`src/warf_map.vh`:
```
`ifndef WARF_MAP_VH
`define WARF_MAP_VH

// ==========================================================
// register addresses
`define WARF_RCS_DATA_OFS  8'h54
`define WARF_IO_SHIFT      8'h20
`define WARF_RCS_IO_OFS    8'h34
`define WARF_WCS_DATA_OFS  8'h60

// ==========================================================
// reset_cause_status fields
`define WARF_RCS_WDOG      3
`define WARF_RCS_BROWN     2
`define WARF_RCS_PIN       1
`define WARF_RCS_PWRON     0
`define WARF_RCS_RESET     4'h0

// ==========================================================
// watchdog_control_status fields
`define WARF_WCS_IRQF      7
`define WARF_WCS_IRQE      6
`define WARF_WCS_PMSB      5
`define WARF_WCS_UNLK      4
`define WARF_WCS_RSTE      3
`define WARF_WCS_PLO_HI    2
`define WARF_WCS_PLO_LO    0
`define WARF_WCS_RESET     8'h00
`define WARF_SEL_RESET     4'h0

// ==========================================================
// timing
`define WARF_UNLOCK_CYC    3'h4
`define WARF_BASE_CYC      21'h000800
`define WARF_SEL_MAX       4'h9
`define WARF_CLK_KHZ       100000
`define WARF_OSC_KHZ       128
`define WARF_SYNC_RESET    4'h9

`endif

```
`src/warf_sync.v`:
```
`timescale 1ns/1ps

// ==========================================================
// two-stage synchroniser for asynchronous levels
module warf_sync
#(
    parameter       W       = 1,
    parameter [W-1:0] RST_VAL = {W{1'b0}}
)
(
    input  wire         clk,
    input  wire         rst,
    input  wire [W-1:0] din,
    output wire [W-1:0] dout
);

    reg [W-1:0] meta_q;
    reg [W-1:0] sync_q;

    always @(posedge clk or posedge rst)
    begin
        if (rst)
        begin
            meta_q <= RST_VAL;
            sync_q <= RST_VAL;
        end
        else
        begin
            meta_q <= din;
            sync_q <= meta_q;
        end
    end

    assign dout = sync_q;

endmodule // warf_sync

```
`src/warf_tick.v`:
```
`timescale 1ns/1ps

// ==========================================================
// one-cycle enable at the watchdog oscillator rate
module warf_tick
#(
    parameter DIV = 781
)
(
    input  wire clk,
    input  wire rst,
    output wire tick
);

    reg [15:0] div_q;
    wire       wrap;

    // divide ratio truncates, so the tick runs slightly fast
    assign wrap = (div_q == DIV[15:0] - 16'h0001);

    always @(posedge clk or posedge rst)
    begin
        if (rst)
            div_q <= 16'h0000;
        else if (wrap)
            div_q <= 16'h0000;
        else
            div_q <= div_q + 16'h0001;
    end

    assign tick = wrap;

endmodule // warf_tick

```
`src/warf_top.v`:
```
`timescale 1ns/1ps
`include "warf_map.vh"

// Contract
// - watchdog reset sets status bit 3; power-on or zero write clears
// - brown-out reset sets status bit 2; power-on or zero write clears
// - pin reset sets status bit 1; power-on or zero write clears
// - power-on sets status bit 0; only a zero write clears it
// - status register at data 0x54 and at I/O 0x34
// - time-out in interrupt operation sets control bit 7
// - interrupt flag clears on vector execution or on writing one
// - interrupt requested only when flag, enable and global enable set
// - combined mode: vector clears flag and enable, leaving reset mode
// - combined mode: unserviced flag at next time-out causes reset
// - fuse unprogrammed: reset and interrupt enables select the mode
// - fuse programmed: always system reset mode
// - clearing reset enable or period change needs unlock; unlock 4 cycles
// - reset enable forced on while watchdog reset flag is set
// - time-out is 2048 shifted by period code, up to code 1001
// - watchdog stays enabled after a watchdog reset
// - counter counts 128 kHz ticks and restarts on restart strobe
// - reset-mode time-out gives a one-cycle system reset pulse
module warf_top
#(
    parameter CLK_KHZ = `WARF_CLK_KHZ,
    parameter OSC_KHZ = `WARF_OSC_KHZ
)
(
    input  wire       clk,
    input  wire       rst,
    input  wire [7:0] bus_addr,
    input  wire       bus_io,
    input  wire       bus_wr,
    input  wire       bus_rd,
    input  wire [7:0] bus_wdata,
    output wire [7:0] bus_rdata,
    input  wire       wd_restart,
    input  wire       wd_irq_ack,
    input  wire       core_irq_enable,
    input  wire       wd_always_on_fuse,
    input  wire       poweron_in,
    input  wire       brownout_in,
    input  wire       pin_reset_n,
    output wire       wd_irq_req,
    output wire       wd_sys_reset
);

    localparam OSC_DIV = CLK_KHZ / OSC_KHZ;

    // ==========================================================
    // input synchronisers and oscillator tick
    wire [3:0]  sync_out;
    wire        fuse_s;
    wire        pwron_s;
    wire        brown_s;
    wire        pin_n_s;
    wire        osc_tick;

    warf_sync
    #(
        .W       (4),
        .RST_VAL (`WARF_SYNC_RESET)
    )
    u_sync
    (
        .clk  (clk),
        .rst  (rst),
        .din  ({wd_always_on_fuse, poweron_in, brownout_in, pin_reset_n}),
        .dout (sync_out)
    );

    assign fuse_s  = sync_out[3];
    assign pwron_s = sync_out[2];
    assign brown_s = sync_out[1];
    assign pin_n_s = sync_out[0];

    warf_tick
    #(
        .DIV (OSC_DIV)
    )
    u_tick
    (
        .clk  (clk),
        .rst  (rst),
        .tick (osc_tick)
    );

    // ==========================================================
    // state
    reg         fl_wdog_q;
    reg         fl_brown_q;
    reg         fl_pin_q;
    reg         fl_pwron_q;
    reg         irqf_q;
    reg         irqe_q;
    reg         unlk_q;
    reg  [2:0]  unlk_cnt_q;
    reg         rste_q;
    reg  [3:0]  sel_q;
    reg  [20:0] cnt_q;
    reg         sys_rst_q;
    reg  [7:0]  rdata_q;

    // ==========================================================
    // register decode
    wire        hit_rcs;
    wire        hit_wcs;
    wire        wr_rcs;
    wire        wr_wcs;

    assign hit_rcs = bus_io ? (bus_addr == `WARF_RCS_IO_OFS)
                            : (bus_addr == `WARF_RCS_DATA_OFS);
    // the control register lies above the I/O window, data space only
    assign hit_wcs = ~bus_io & (bus_addr == `WARF_WCS_DATA_OFS);
    assign wr_rcs  = bus_wr & hit_rcs;
    assign wr_wcs  = bus_wr & hit_wcs;

    // ==========================================================
    // mode selection
    wire        fuse_prog;
    wire        sys_hold;
    wire        rste_eff;
    wire        irqe_eff;
    wire        running;
    wire [3:0]  sel_eff;
    wire [20:0] limit;
    wire        timeout;
    wire        irq_to;
    wire        rst_to;

    // the fuse passes the synchroniser, so a change takes effect two
    // clocks later; the stored enables keep their values and simply
    // stop mattering while the fuse is programmed
    assign fuse_prog = ~fuse_s;
    assign sys_hold  = pwron_s | brown_s | ~pin_n_s;

    assign rste_eff = rste_q | fl_wdog_q | fuse_prog;
    assign irqe_eff = irqe_q & ~fuse_prog;
    assign running  = rste_eff | irqe_eff;

    assign sel_eff = (sel_q > `WARF_SEL_MAX) ? `WARF_SEL_MAX
                                             : sel_q;
    assign limit   = `WARF_BASE_CYC << sel_eff;
    assign timeout = osc_tick & running
                   & (cnt_q == limit - 21'h000001);

    // first time-out in combined mode only flags; a pending flag resets
    assign irq_to = timeout & irqe_eff
                  & ~(rste_eff & irqf_q);
    assign rst_to = timeout & rste_eff
                  & (~irqe_eff | irqf_q);

    // ==========================================================
    // watchdog counter
    // the counter runs only while a mode is selected; shortening the
    // period mid-count lets it run past the new limit until it wraps,
    // which is why software restarts it before a period change
    always @(posedge clk or posedge rst)
    begin
        if (rst)
            cnt_q <= 21'h000000;
        else if (sys_hold | sys_rst_q | wd_restart | timeout | ~running)
            cnt_q <= 21'h000000;
        else if (osc_tick)
            cnt_q <= cnt_q + 21'h000001;
    end

    // ==========================================================
    // system reset pulse
    // registered so the pulse is glitch free and exactly one clock wide
    always @(posedge clk or posedge rst)
    begin
        if (rst)
            sys_rst_q <= 1'b0;
        else
            sys_rst_q <= rst_to;
    end

    assign wd_sys_reset = sys_rst_q;

    // ==========================================================
    // reset cause flags
    // a flag set in the cycle of a zero write stays set
    always @(posedge clk or posedge rst)
    begin
        if (rst)
        begin
            fl_wdog_q  <= 1'b0;
            fl_brown_q <= 1'b0;
            fl_pin_q   <= 1'b0;
            fl_pwron_q <= 1'b0;
        end
        else if (pwron_s)
        begin
            fl_wdog_q  <= 1'b0;
            fl_brown_q <= 1'b0;
            fl_pin_q   <= 1'b0;
            fl_pwron_q <= 1'b1;
        end
        else
        begin
            fl_wdog_q  <= sys_rst_q
                        | (fl_wdog_q
                        & ~(wr_rcs & ~bus_wdata[`WARF_RCS_WDOG]));
            fl_brown_q <= brown_s
                        | (fl_brown_q
                        & ~(wr_rcs & ~bus_wdata[`WARF_RCS_BROWN]));
            fl_pin_q   <= ~pin_n_s
                        | (fl_pin_q
                        & ~(wr_rcs & ~bus_wdata[`WARF_RCS_PIN]));
            fl_pwron_q <= fl_pwron_q
                        & ~(wr_rcs & ~bus_wdata[`WARF_RCS_PWRON]);
        end
    end

    // ==========================================================
    // change unlock window
    wire        unlk_start;

    assign unlk_start = wr_wcs & bus_wdata[`WARF_WCS_UNLK]
                      & bus_wdata[`WARF_WCS_RSTE];

    // the window counts system clocks, not oscillator ticks, so its
    // length does not depend on the divider setting; a second unlocking
    // write inside the window starts it afresh

    always @(posedge clk or posedge rst)
    begin
        if (rst)
        begin
            unlk_q     <= 1'b0;
            unlk_cnt_q <= 3'h0;
        end
        else if (sys_hold | sys_rst_q)
        begin
            unlk_q     <= 1'b0;
            unlk_cnt_q <= 3'h0;
        end
        else if (unlk_start)
        begin
            unlk_q     <= 1'b1;
            unlk_cnt_q <= `WARF_UNLOCK_CYC;
        end
        else if (unlk_cnt_q != 3'h0)
        begin
            unlk_cnt_q <= unlk_cnt_q - 3'h1;
            if (unlk_cnt_q == 3'h1)
                unlk_q <= 1'b0;
        end
    end

    // ==========================================================
    // reset enable and period select
    // an unlocking write made with no window open never changes the period,
    // so the old setting survives the first step of the sequence
    always @(posedge clk or posedge rst)
    begin
        if (rst)
        begin
            rste_q <= 1'b0;
            sel_q  <= `WARF_SEL_RESET;
        end
        else if (sys_hold | sys_rst_q)
        begin
            rste_q <= 1'b0;
            sel_q  <= `WARF_SEL_RESET;
        end
        else
        begin
            if (fl_wdog_q)
                rste_q <= 1'b1;
            else if (wr_wcs & bus_wdata[`WARF_WCS_RSTE])
                rste_q <= 1'b1;
            else if (wr_wcs & unlk_q)
                rste_q <= 1'b0;
            if (wr_wcs & unlk_q)
                sel_q <= {bus_wdata[`WARF_WCS_PMSB],
                          bus_wdata[`WARF_WCS_PLO_HI:`WARF_WCS_PLO_LO]};
        end
    end

    // ==========================================================
    // interrupt enable and flag
    // the vector clears the enable only while reset is enabled too, so
    // plain interrupt mode survives the servicing of its own interrupt
    always @(posedge clk or posedge rst)
    begin
        if (rst)
        begin
            irqe_q <= 1'b0;
            irqf_q <= 1'b0;
        end
        else if (sys_hold | sys_rst_q)
        begin
            irqe_q <= 1'b0;
            irqf_q <= 1'b0;
        end
        else
        begin
            if (wd_irq_ack & rste_eff)
                irqe_q <= 1'b0;
            else if (wr_wcs)
                irqe_q <= bus_wdata[`WARF_WCS_IRQE];
            // a time-out in the cycle of a clear keeps the flag set
            irqf_q <= irq_to
                    | (irqf_q & ~wd_irq_ack
                    & ~(wr_wcs & bus_wdata[`WARF_WCS_IRQF]));
        end
    end

    assign wd_irq_req = irqf_q & irqe_eff & core_irq_enable;

    // ==========================================================
    // read data
    wire [7:0] rcs_val;
    wire [7:0] wcs_val;

    // other addresses read zero rather than the last value, so a stray
    // read cannot leak a stale register
    assign rcs_val = {`WARF_RCS_RESET, fl_wdog_q, fl_brown_q,
                      fl_pin_q, fl_pwron_q};
    assign wcs_val = {irqf_q, irqe_eff, sel_q[3], unlk_q,
                      rste_eff, sel_q[2:0]};

    always @(posedge clk or posedge rst)
    begin
        if (rst)
            rdata_q <= `WARF_WCS_RESET;
        else if (bus_rd & hit_rcs)
            rdata_q <= rcs_val;
        else if (bus_rd & hit_wcs)
            rdata_q <= wcs_val;
        else if (bus_rd)
            rdata_q <= `WARF_WCS_RESET;
    end

    assign bus_rdata = rdata_q;

endmodule // warf_top

```
`config.mk`:
```
export PLATFORM = sky130hd
export DESIGN_NAME = warf_top
export DESIGN_NICKNAME = d
export VERILOG_FILES = /design/src/warf_sync.v /design/src/warf_tick.v /design/src/warf_top.v
export VERILOG_INCLUDE_DIRS = /design/src
export SDC_FILE = /design/constraint.sdc
export NUM_CORES = 1
export LEC_CHECK = 0
export ABC_CLOCK_PERIOD_IN_PS = 3900
export BUFFER_PORTS_ARGS = -buffer_cell sky130_fd_sc_hd__buf_4
export CAP_MARGIN = 5
export CORE_UTILIZATION = 58
export CTS_CLUSTER_SIZE = 20
export DETAILED_ROUTE_END_ITERATION = 16
export GPL_ROUTABILITY_DRIVEN = 0
export PLACE_DENSITY = 0.87
export RECOVER_POWER = 100
export REMOVE_ABC_BUFFERS = 1
export SETUP_SLACK_MARGIN = 0.4
export SLEW_MARGIN = 20
export SYNTH_ARGS = -nofsm -noshare
export SYNTH_HDL_FRONTEND = slang
export SYNTH_HIERARCHICAL = 1
export SYNTH_SLANG_ARGS = --single-unit
```
`constraint.sdc`:
```
create_clock -name clk -period 3.9 [get_ports clk]
set_input_delay 0.975 -clock clk [delete_from_list [all_inputs] [get_ports clk]]
set_output_delay 0.975 -clock clk [all_outputs]
set_load 0.02 [all_outputs]
```
Yosys cells after proc, flatten, opt, wreduce, memory -nomap -nowiden

Cells that the tools add are included.

Bits in registers: 69
Logic and storage cells: 127
Memory bits (writable): 0
Memory bits (read-only): 0
Bits in latches: 0
Memories: 0

Equality and inequality tests: 6
Div/mod/pow operators: 0
Shift-type cells: 1
$lt $le $gt $ge: 1
Add/sub/neg operators: 4
Muxes and demuxes: 29
Reductions and logical operators: 9
Bitwise operators: 61
Multiply operators: 0

Operator list:

| operator                                              | number |
|---|---|
| two-way mux 21 bit                                    | 2 |
| AND 1 bit                                             | 31 |
| two-way mux 8 bit                                     | 3 |
| adder 21 x 1 -> 21 bit, second input constant         | 1 |
| equality test 21 bit                                  | 1 |
| left shift 12 x 4 -> 21 bit, first input constant     | 1 |
| subtractor 21 x 1 -> 21 bit, second input constant    | 1 |
| two-way mux 1 bit                                     | 17 |
| adder 16 x 1 -> 16 bit, second input constant         | 1 |
| equality test 16 x 10 -> 1 bit, second input constant | 1 |
| equality test 8 x 7 -> 1 bit, second input constant   | 2 |
| two-way mux 16 bit                                    | 1 |
| inverter 1 bit                                        | 16 |
| nonzero test 3 bit                                    | 5 |
| OR 1 bit                                              | 14 |
| two-way mux 4 bit                                     | 3 |
| two-way mux 3 bit                                     | 3 |
| equality test 8 x 6 -> 1 bit, second input constant   | 1 |
| greater-than comparator 4 bit, second input constant  | 1 |
| nonzero test 2 bit                                    | 2 |
| nonzero test 4 bit                                    | 1 |
| equality test 3 x 1 -> 1 bit, second input constant   | 1 |
| subtractor 3 x 1 -> 3 bit, second input constant      | 1 |
| AND reduction 2 bit                                   | 1 |

Longest topological paths before layout

Depth after elaboration: 10
Gate-level depth with buffers: 10
Depth with buffers taken out: 9

Hierarchy

The synthesis kept the hierarchy.

By module, submodules not included:

| module    | area an instance (um^2) | instances | cells an instance |
|---|---|---|---|
| warf_top  | 2537.4                  | 1         | 263 |
| warf_tick | 768.2                   | 1         | 72 |
| warf_sync | 209.0                   | 1         | 9 |

Worst setup path after synthesis

Ideal clock, no wire load.

Path type: register to register
From: reg sel_q[1]
To: reg cnt_q[0]
Data required time: 3.814 ns
Setup time: 0.086 ns
Data arrival time: 2.630 ns
Setup slack: 1.184 ns
Cell stages (with the launch flop): 10
Period minus slack after synthesis: 2.716 ns
Path through: dfrtp_1 buf_2 or4b_2 ha_1 and2_1 o2111a_1 a211oi_1 nor4_4 buf_6 nor3_1

Word-level cells in the longest chain between the ends: 9
Elaborated cells between the ends (all ways): 10
Classes of those cells: add/sub: 1; order compare: 1; eq/ne: 1; shift: 1; mux: 2; bitwise: 3; reduce/logical: 1

Ends and longest elaborated chain:

| item                                                     | line           | source |
|---|---|---|
| start: declaration                                       | warf_top.v:99  | `reg [3:0] sel_q;` |
| start signal: assignment                                 | warf_top.v:261 | `` sel_q <= `WARF_SEL_RESET; `` |
| start signal: assignment                                 | warf_top.v:266 | `` sel_q <= `WARF_SEL_RESET; `` |
| start signal: assignment                                 | warf_top.v:277 | `` sel_q <= {bus_wdata[`WARF_WCS_PMSB], `` |
| greater-than comparator 4 bit (no source line)           | --             |  |
| two-way mux 4 bit (*)                                    | warf_top.v:141 | `` assign sel_eff = (sel_q > `WARF_SEL_MAX) ? `WARF_SEL_MAX `` |
| left shift 12 x 4 -> 21 bit (no source line) (*)         | --             |  |
| subtractor 21 x 1 -> 21 bit (*)                          | warf_top.v:145 | `& (cnt_q == limit - 21'h000001);` |
| equality test 21 bit (*)                                 | warf_top.v:145 |  |
| AND 1 bit (*)                                            | warf_top.v:145 |  |
| OR 1 bit (*) (2 in series)                               | warf_top.v:162 | `else if (sys_hold \| sys_rst_q \| wd_restart \| timeout \| ~running)` |
| two-way mux 21 bit or nonzero test 2 bit (tied branches) | --             |  |
| end signal: assignment                                   | warf_top.v:165 | `cnt_q <= cnt_q + 21'h000001;` |
| end: declaration                                         | warf_top.v:100 | `reg [20:0] cnt_q;` |

Every way passes the cells marked *; elsewhere a longest branch is shown, timed or not.
A chain may end at the register's enable or synchronous reset.

Worst setup path in the final report

From: reg u_tick.div_q[13]
To: reg cnt_q[16]

Word-level cells in the longest chain between the ends: 6
Elaborated cells between the ends (all ways): 7
Classes of those cells: eq/ne: 1; mux: 1; bitwise: 4; reduce/logical: 1

Ends and longest elaborated chain:

| item                                                     | line           | source |
|---|---|---|
| start: declaration                                       | warf_tick.v:15 | `reg [15:0] div_q;` |
| start signal: assignment                                 | warf_tick.v:28 | `div_q <= div_q + 16'h0001;` |
| equality test 16 x 10 -> 1 bit (*)                       | warf_tick.v:19 | `assign wrap = (div_q == DIV[15:0] - 16'h0001);` |
| named net osc_tick                                       | warf_top.v:57  | `wire osc_tick;` |
| AND 1 bit                                                | warf_top.v:144 | `assign timeout = osc_tick & running` |
| AND 1 bit                                                | warf_top.v:145 |  |
| OR 1 bit (2 in series)                                   | warf_top.v:162 |  |
| two-way mux 21 bit or nonzero test 2 bit (tied branches) | --             |  |

The timed path passes the listed nets; every way through them passes the cells marked *.

==> out/qor.txt <==
RUN STATUS
--------------------------------------------------------------------------------------------------
Result of the run                                                                     complete, no violations

FLOORPLAN
--------------------------------------------------------------------------------------------------
Chip Width                                                                                 79.8 um
# rows                                                                                          27
Die extent in y                                                                            79.8 um
Area of the core                                                                       0.00568 mm2
Die area                                                                               0.00638 mm2
Effective utilization at floorplan                                                           61.9%
Ports                                                                                           38

YOSYS
--------------------------------------------------------------------------------------------------
Library cell with the highest instance count after synthesis                          sky130_fd_sc_hd__dfrtp_1
Most common library cells after synthesis                                             sky130_fd_sc_hd__dfrtp_1 (65), sky130_fd_sc_hd__nor2_1 (37), sky130_fd_sc_hd__nor3_1 (23), sky130_fd_sc_hd__xor2_1 (23), sky130_fd_sc_hd__nand2_1 (19)
Yosys synthesis warning count                                                                    6
Syn avg cell area                                                                         10.2 um2
Synth area leaders                                                                    sky130_fd_sc_hd__dfrtp_1 (46%), sky130_fd_sc_hd__xor2_1 (5.7%), sky130_fd_sc_hd__xnor2_1 (4.2%)
Portion of the post-synthesis area used by sequential elements                               49.3%
Cell count after synthesis                                                                     344
Dominant register cell in the synthesized netlist                                     sky130_fd_sc_hd__dfrtp_1
Largest area contributor in the synthesized netlist                                   sky130_fd_sc_hd__dfrtp_1
Async set or reset register ratio after synthesis                                             100%
EDFF count, synth                                                                                0
Number of distinct standard cells referenced by the synthesized netlist                         58
Netlist area before placement                                                          0.00351 mm2
Yosys top cell area share                                                                    46.3%
Seq cells post-synth                                                                            69

PLACE
--------------------------------------------------------------------------------------------------
Port Buffer Count                                                                               37
Placed wire-length estimate after detailed placement                                       5.16 mm

MIN PATH
--------------------------------------------------------------------------------------------------
Startpoint of the lowest-slack hold path                                              u_sync/meta_q[2]
Endpoint, Worst Hold                                                                  u_sync/dout[2]
Class of the tightest hold or removal check                                           flip-flop to flip-flop
Hold Path Cell Cnt                                                                               0

CTS
--------------------------------------------------------------------------------------------------
Clk root buf                                                                          sky130_fd_sc_hd__clkbuf_8
Clock transition time at the flip-flop clock pins of the worst setup and hold paths        0.07 ns
Deepest level of the CTS H-tree                                                                  3
CTS tree                                                                                     built
CTS Buf Count                                                                                    9
Skew-Pair Late Insertion Delay                                                             0.35 ns
Number of cells upsized or downsized after cts                                                   0
Maximum clock path buffer count                                                                  2
Clock sink total                                                                                69
Total setup buffers inserted after CTS                                                           0
Number of hold buffers added after CTS                                                           0

STA
--------------------------------------------------------------------------------------------------
Setup_tns                                                                                     0 ns
Hold violation count in the final report                                                         0
Relative slew margins                                                                        25.7%
Tightest Pin Transition                                                                    1.12 ns
Max-slew violation count                                                                         0
Setup repair after global routing missed its margin                                          false
Highest clock frequency the design can meet                                                310 MHz
Setup skew after layout                                                                 0.00531 ns
Setup-failing EPs final                                                                          0
Final critical-path share of the clock period                                                82.6%
Final min period                                                                           3.22 ns

PWR
--------------------------------------------------------------------------------------------------
Part of the total power dissipated in sequential elements                                    51.9%
Ratio of total power to cell area                                                       357 mW/mm2
Clock network fraction of total power                                                        44.0%
Max rail drop VDD                                                                         0.343 mV
Leakage power                                                                              1.67 nW
Switching share of power                                                                     22.0%
P_int                                                                                      1.10 mW
Overall power                                                                              1.41 mW
Switching power total                                                                     0.310 mW
Relative contribution of combinational cells to total power                                   4.1%

FINISH
--------------------------------------------------------------------------------------------------
Fillers                                                                                        414
Final-stage net count                                                                          416
Layout overhead on the synthesized area                                                      12.4%
Share of post-route cells with drive strength above 1                                        15.8%
Antenna diodes                                                                                   0

ROUTING
--------------------------------------------------------------------------------------------------
Wire length reported by the detailed router                                                7.19 mm
Avg WL per Cell                                                                            15.7 um
DR iter-0 viols                                                                                 98
Via count                                                                                     2651
Count of nets left with antenna violations after detail routing                                  0
Initial DRT Pass Iterations                                                                      4
# DRC                                                                                            0
Vias per std cell                                                                             5.79

SETUP PATH
--------------------------------------------------------------------------------------------------
Reg2Reg Launch Point                                                                  u_tick/div_q[13]
Critical-path top delay cell                                                          sky130_fd_sc_hd__nor3_1
Critical Path AT                                                                           3.48 ns
Setup crit end kind                                                                      flip-flop
Crit-path cells                                                                       nor4_1 > nand3_1 > nor2_1 > nand4_1 > nor3_1 > nand4_1 > xor2_1 > nor3_1
Crit path max fanout                                                                            12
Required time worst endpoint                                                               4.16 ns
Critical Path Source Type                                                                flip-flop
Reg2reg end                                                                              cnt_q[16]
Critical Path Max Stage Delay                                                              0.71 ns
Startpoint-to-endpoint class of the critical path                                     flip-flop to flip-flop
Worst-case register-to-register setup slack                                                0.68 ns
Number of cell instances on the worst register-to-register path                                  8

GLOBAL ROUTE
--------------------------------------------------------------------------------------------------
Initial antenna violation count                                                                  0
Total gr overflow                                                                                0
Global-route wire length before repair                                                     12.3 mm
Pin count of the biggest net entering global routing                                            26
Number of global-route vias before repair                                                     2688
Overall fraction of global-route tracks in use                                               25.6%

FLOW RUN
--------------------------------------------------------------------------------------------------
Max Cap Viol                                                                                     0

layout make-up:
cell class	count	area [um2]	share of cell area, %
timing repair buffer	40	251	6.37
sequential	69	1730	43.9
clock buffer	12	165	4.18
inverter	17	63.8	1.62
tap	72	90.1	2.28
multi-input combinational	244	1590	40.3
clock inverter	4	53.8	1.36
critical path, delay by kind of cell, from the launching register on:
| family | cells | cell delay (ns) |
|---|---|---|
| xor gates and xnor gates | 1 | 0.19 |
| DFF | 1 | 0.44 |
| and+or+nand+nor | 7 | 2.50 |
power groups by stage:
stage          Combinational, mW  Sequential (mW)  Clock (mW)
6_report                  0.0583            0.730       0.620
3_3_place_gp              0.0614            0.744           0
2_1_floorplan             0.0210            0.746           0
5_1_grt                   0.0658            0.731       0.663
3_5_place_dp              0.0629            0.744           0
4_1_cts                   0.0632            0.730       0.632
registers in the layout, summed over array words and instances, names as in the netlist:
name / flops
fl_brown_q: 1
fl_pwron_q: 1
cnt_q: 21
irqf_q: 1
fl_wdog_q: 1
fl_pin_q: 1
wd_sys_reset: 1
sel_q: 4
unlk_q: 1
u_tick/div_q: 16
u_sync/meta_q: 4
irqe_q: 1
u_sync/dout: 4
bus_rdata: 8
rste_q: 1
unlk_cnt_q: 3
layout by cell type, fill, tap and decap left out, types with 3 or more instances in the layout:
cell	instances
sky130_fd_sc_hd__a22oi_1	4
sky130_fd_sc_hd__xor2_1	23
sky130_fd_sc_hd__o21ai_0	8
sky130_fd_sc_hd__a211oi_1	3
sky130_fd_sc_hd__nor2_1	38
sky130_fd_sc_hd__nor4_1	3
sky130_fd_sc_hd__clkbuf_1	13
sky130_fd_sc_hd__dfstp_2	4
sky130_fd_sc_hd__nor3_1	25
sky130_fd_sc_hd__ha_1	7
sky130_fd_sc_hd__nand4_1	13
sky130_fd_sc_hd__inv_1	16
sky130_fd_sc_hd__nand3_1	18
sky130_fd_sc_hd__and4_1	3
sky130_fd_sc_hd__xnor2_1	17
sky130_fd_sc_hd__mux2i_1	6
sky130_fd_sc_hd__clkbuf_8	12
sky130_fd_sc_hd__dfrtp_1	65
sky130_fd_sc_hd__buf_4	22
sky130_fd_sc_hd__a21oi_1	13
sky130_fd_sc_hd__nand2_1	19
sky130_fd_sc_hd__nand2b_1	3
sky130_fd_sc_hd__clkbuf_4	5
metrics by stage:
stage | hold WS [ns] | util (%) | setup slack, ns | area [um2] | instances
global placement | 0.334 | 66.9 | 0.990 | 3800 | 442
finish | 0.355 | 69.6 | 0.678 | 3950 | 458
detailed placement | 0.339 | 66.9 | 0.919 | 3800 | 442
floorplan | 0.331 | - | 1.15 | 3410 | 330
CTS | 0.356 | 70.7 | 0.954 | 4020 | 458
global route | 0.365 | 69.6 | 0.340 | 3950 | 458
kinds of logic (layout without fill, tap and decap cells):
logic type / Yosys count / in the layout / share of synthesized area [%]
and+or+nand+nor: 148 / 148 / 23.5
DFF: 69 / 69 / 49.3
AOI/OAI and AO/OA: 43 / 43 / 8.15
xor gates and xnor gates: 40 / 40 / 9.97
buffers and inverters: 31 / 73 / 4.91
adders and majority gates: 7 / 7 / 2.49
muxes: 6 / 6 / 1.71
how the worst max path moves through the flow:
stage	from	endpoint	slack [ns]	depth (start not counted)
global route	u_tick/div_q[13]	cnt_q[20]	0.34	8
global placement	bus_addr[7]	sel_q[0]	0.99	6
CTS	u_tick/div_q[7]	cnt_q[16]	0.95	8
floorplan	bus_addr[7]	sel_q[0]	1.15	5
detailed placement	bus_addr[7]	sel_q[0]	0.92	6
finish	u_tick/div_q[13]	cnt_q[16]	0.68	8
per-layer routing:
| layer | track usage (%) | wire length, um | part of all wire (%) | up-vias |
|---|---|---|---|---|
| met3 | 7.66 | 299 | 4.2 | 10 |
| li1 | - | - | - | 1275 |
| met2 | 40.6 | 3550 | 49 | 59 |
| met5 | 0 | 0 | 0 | - |
| met4 | 9.11 | 80 | 1.1 | 0 |
| met1 | 33.2 | 3270 | 45 | 1307 |
Note: power is estimated with default switching activity, not from simulation.
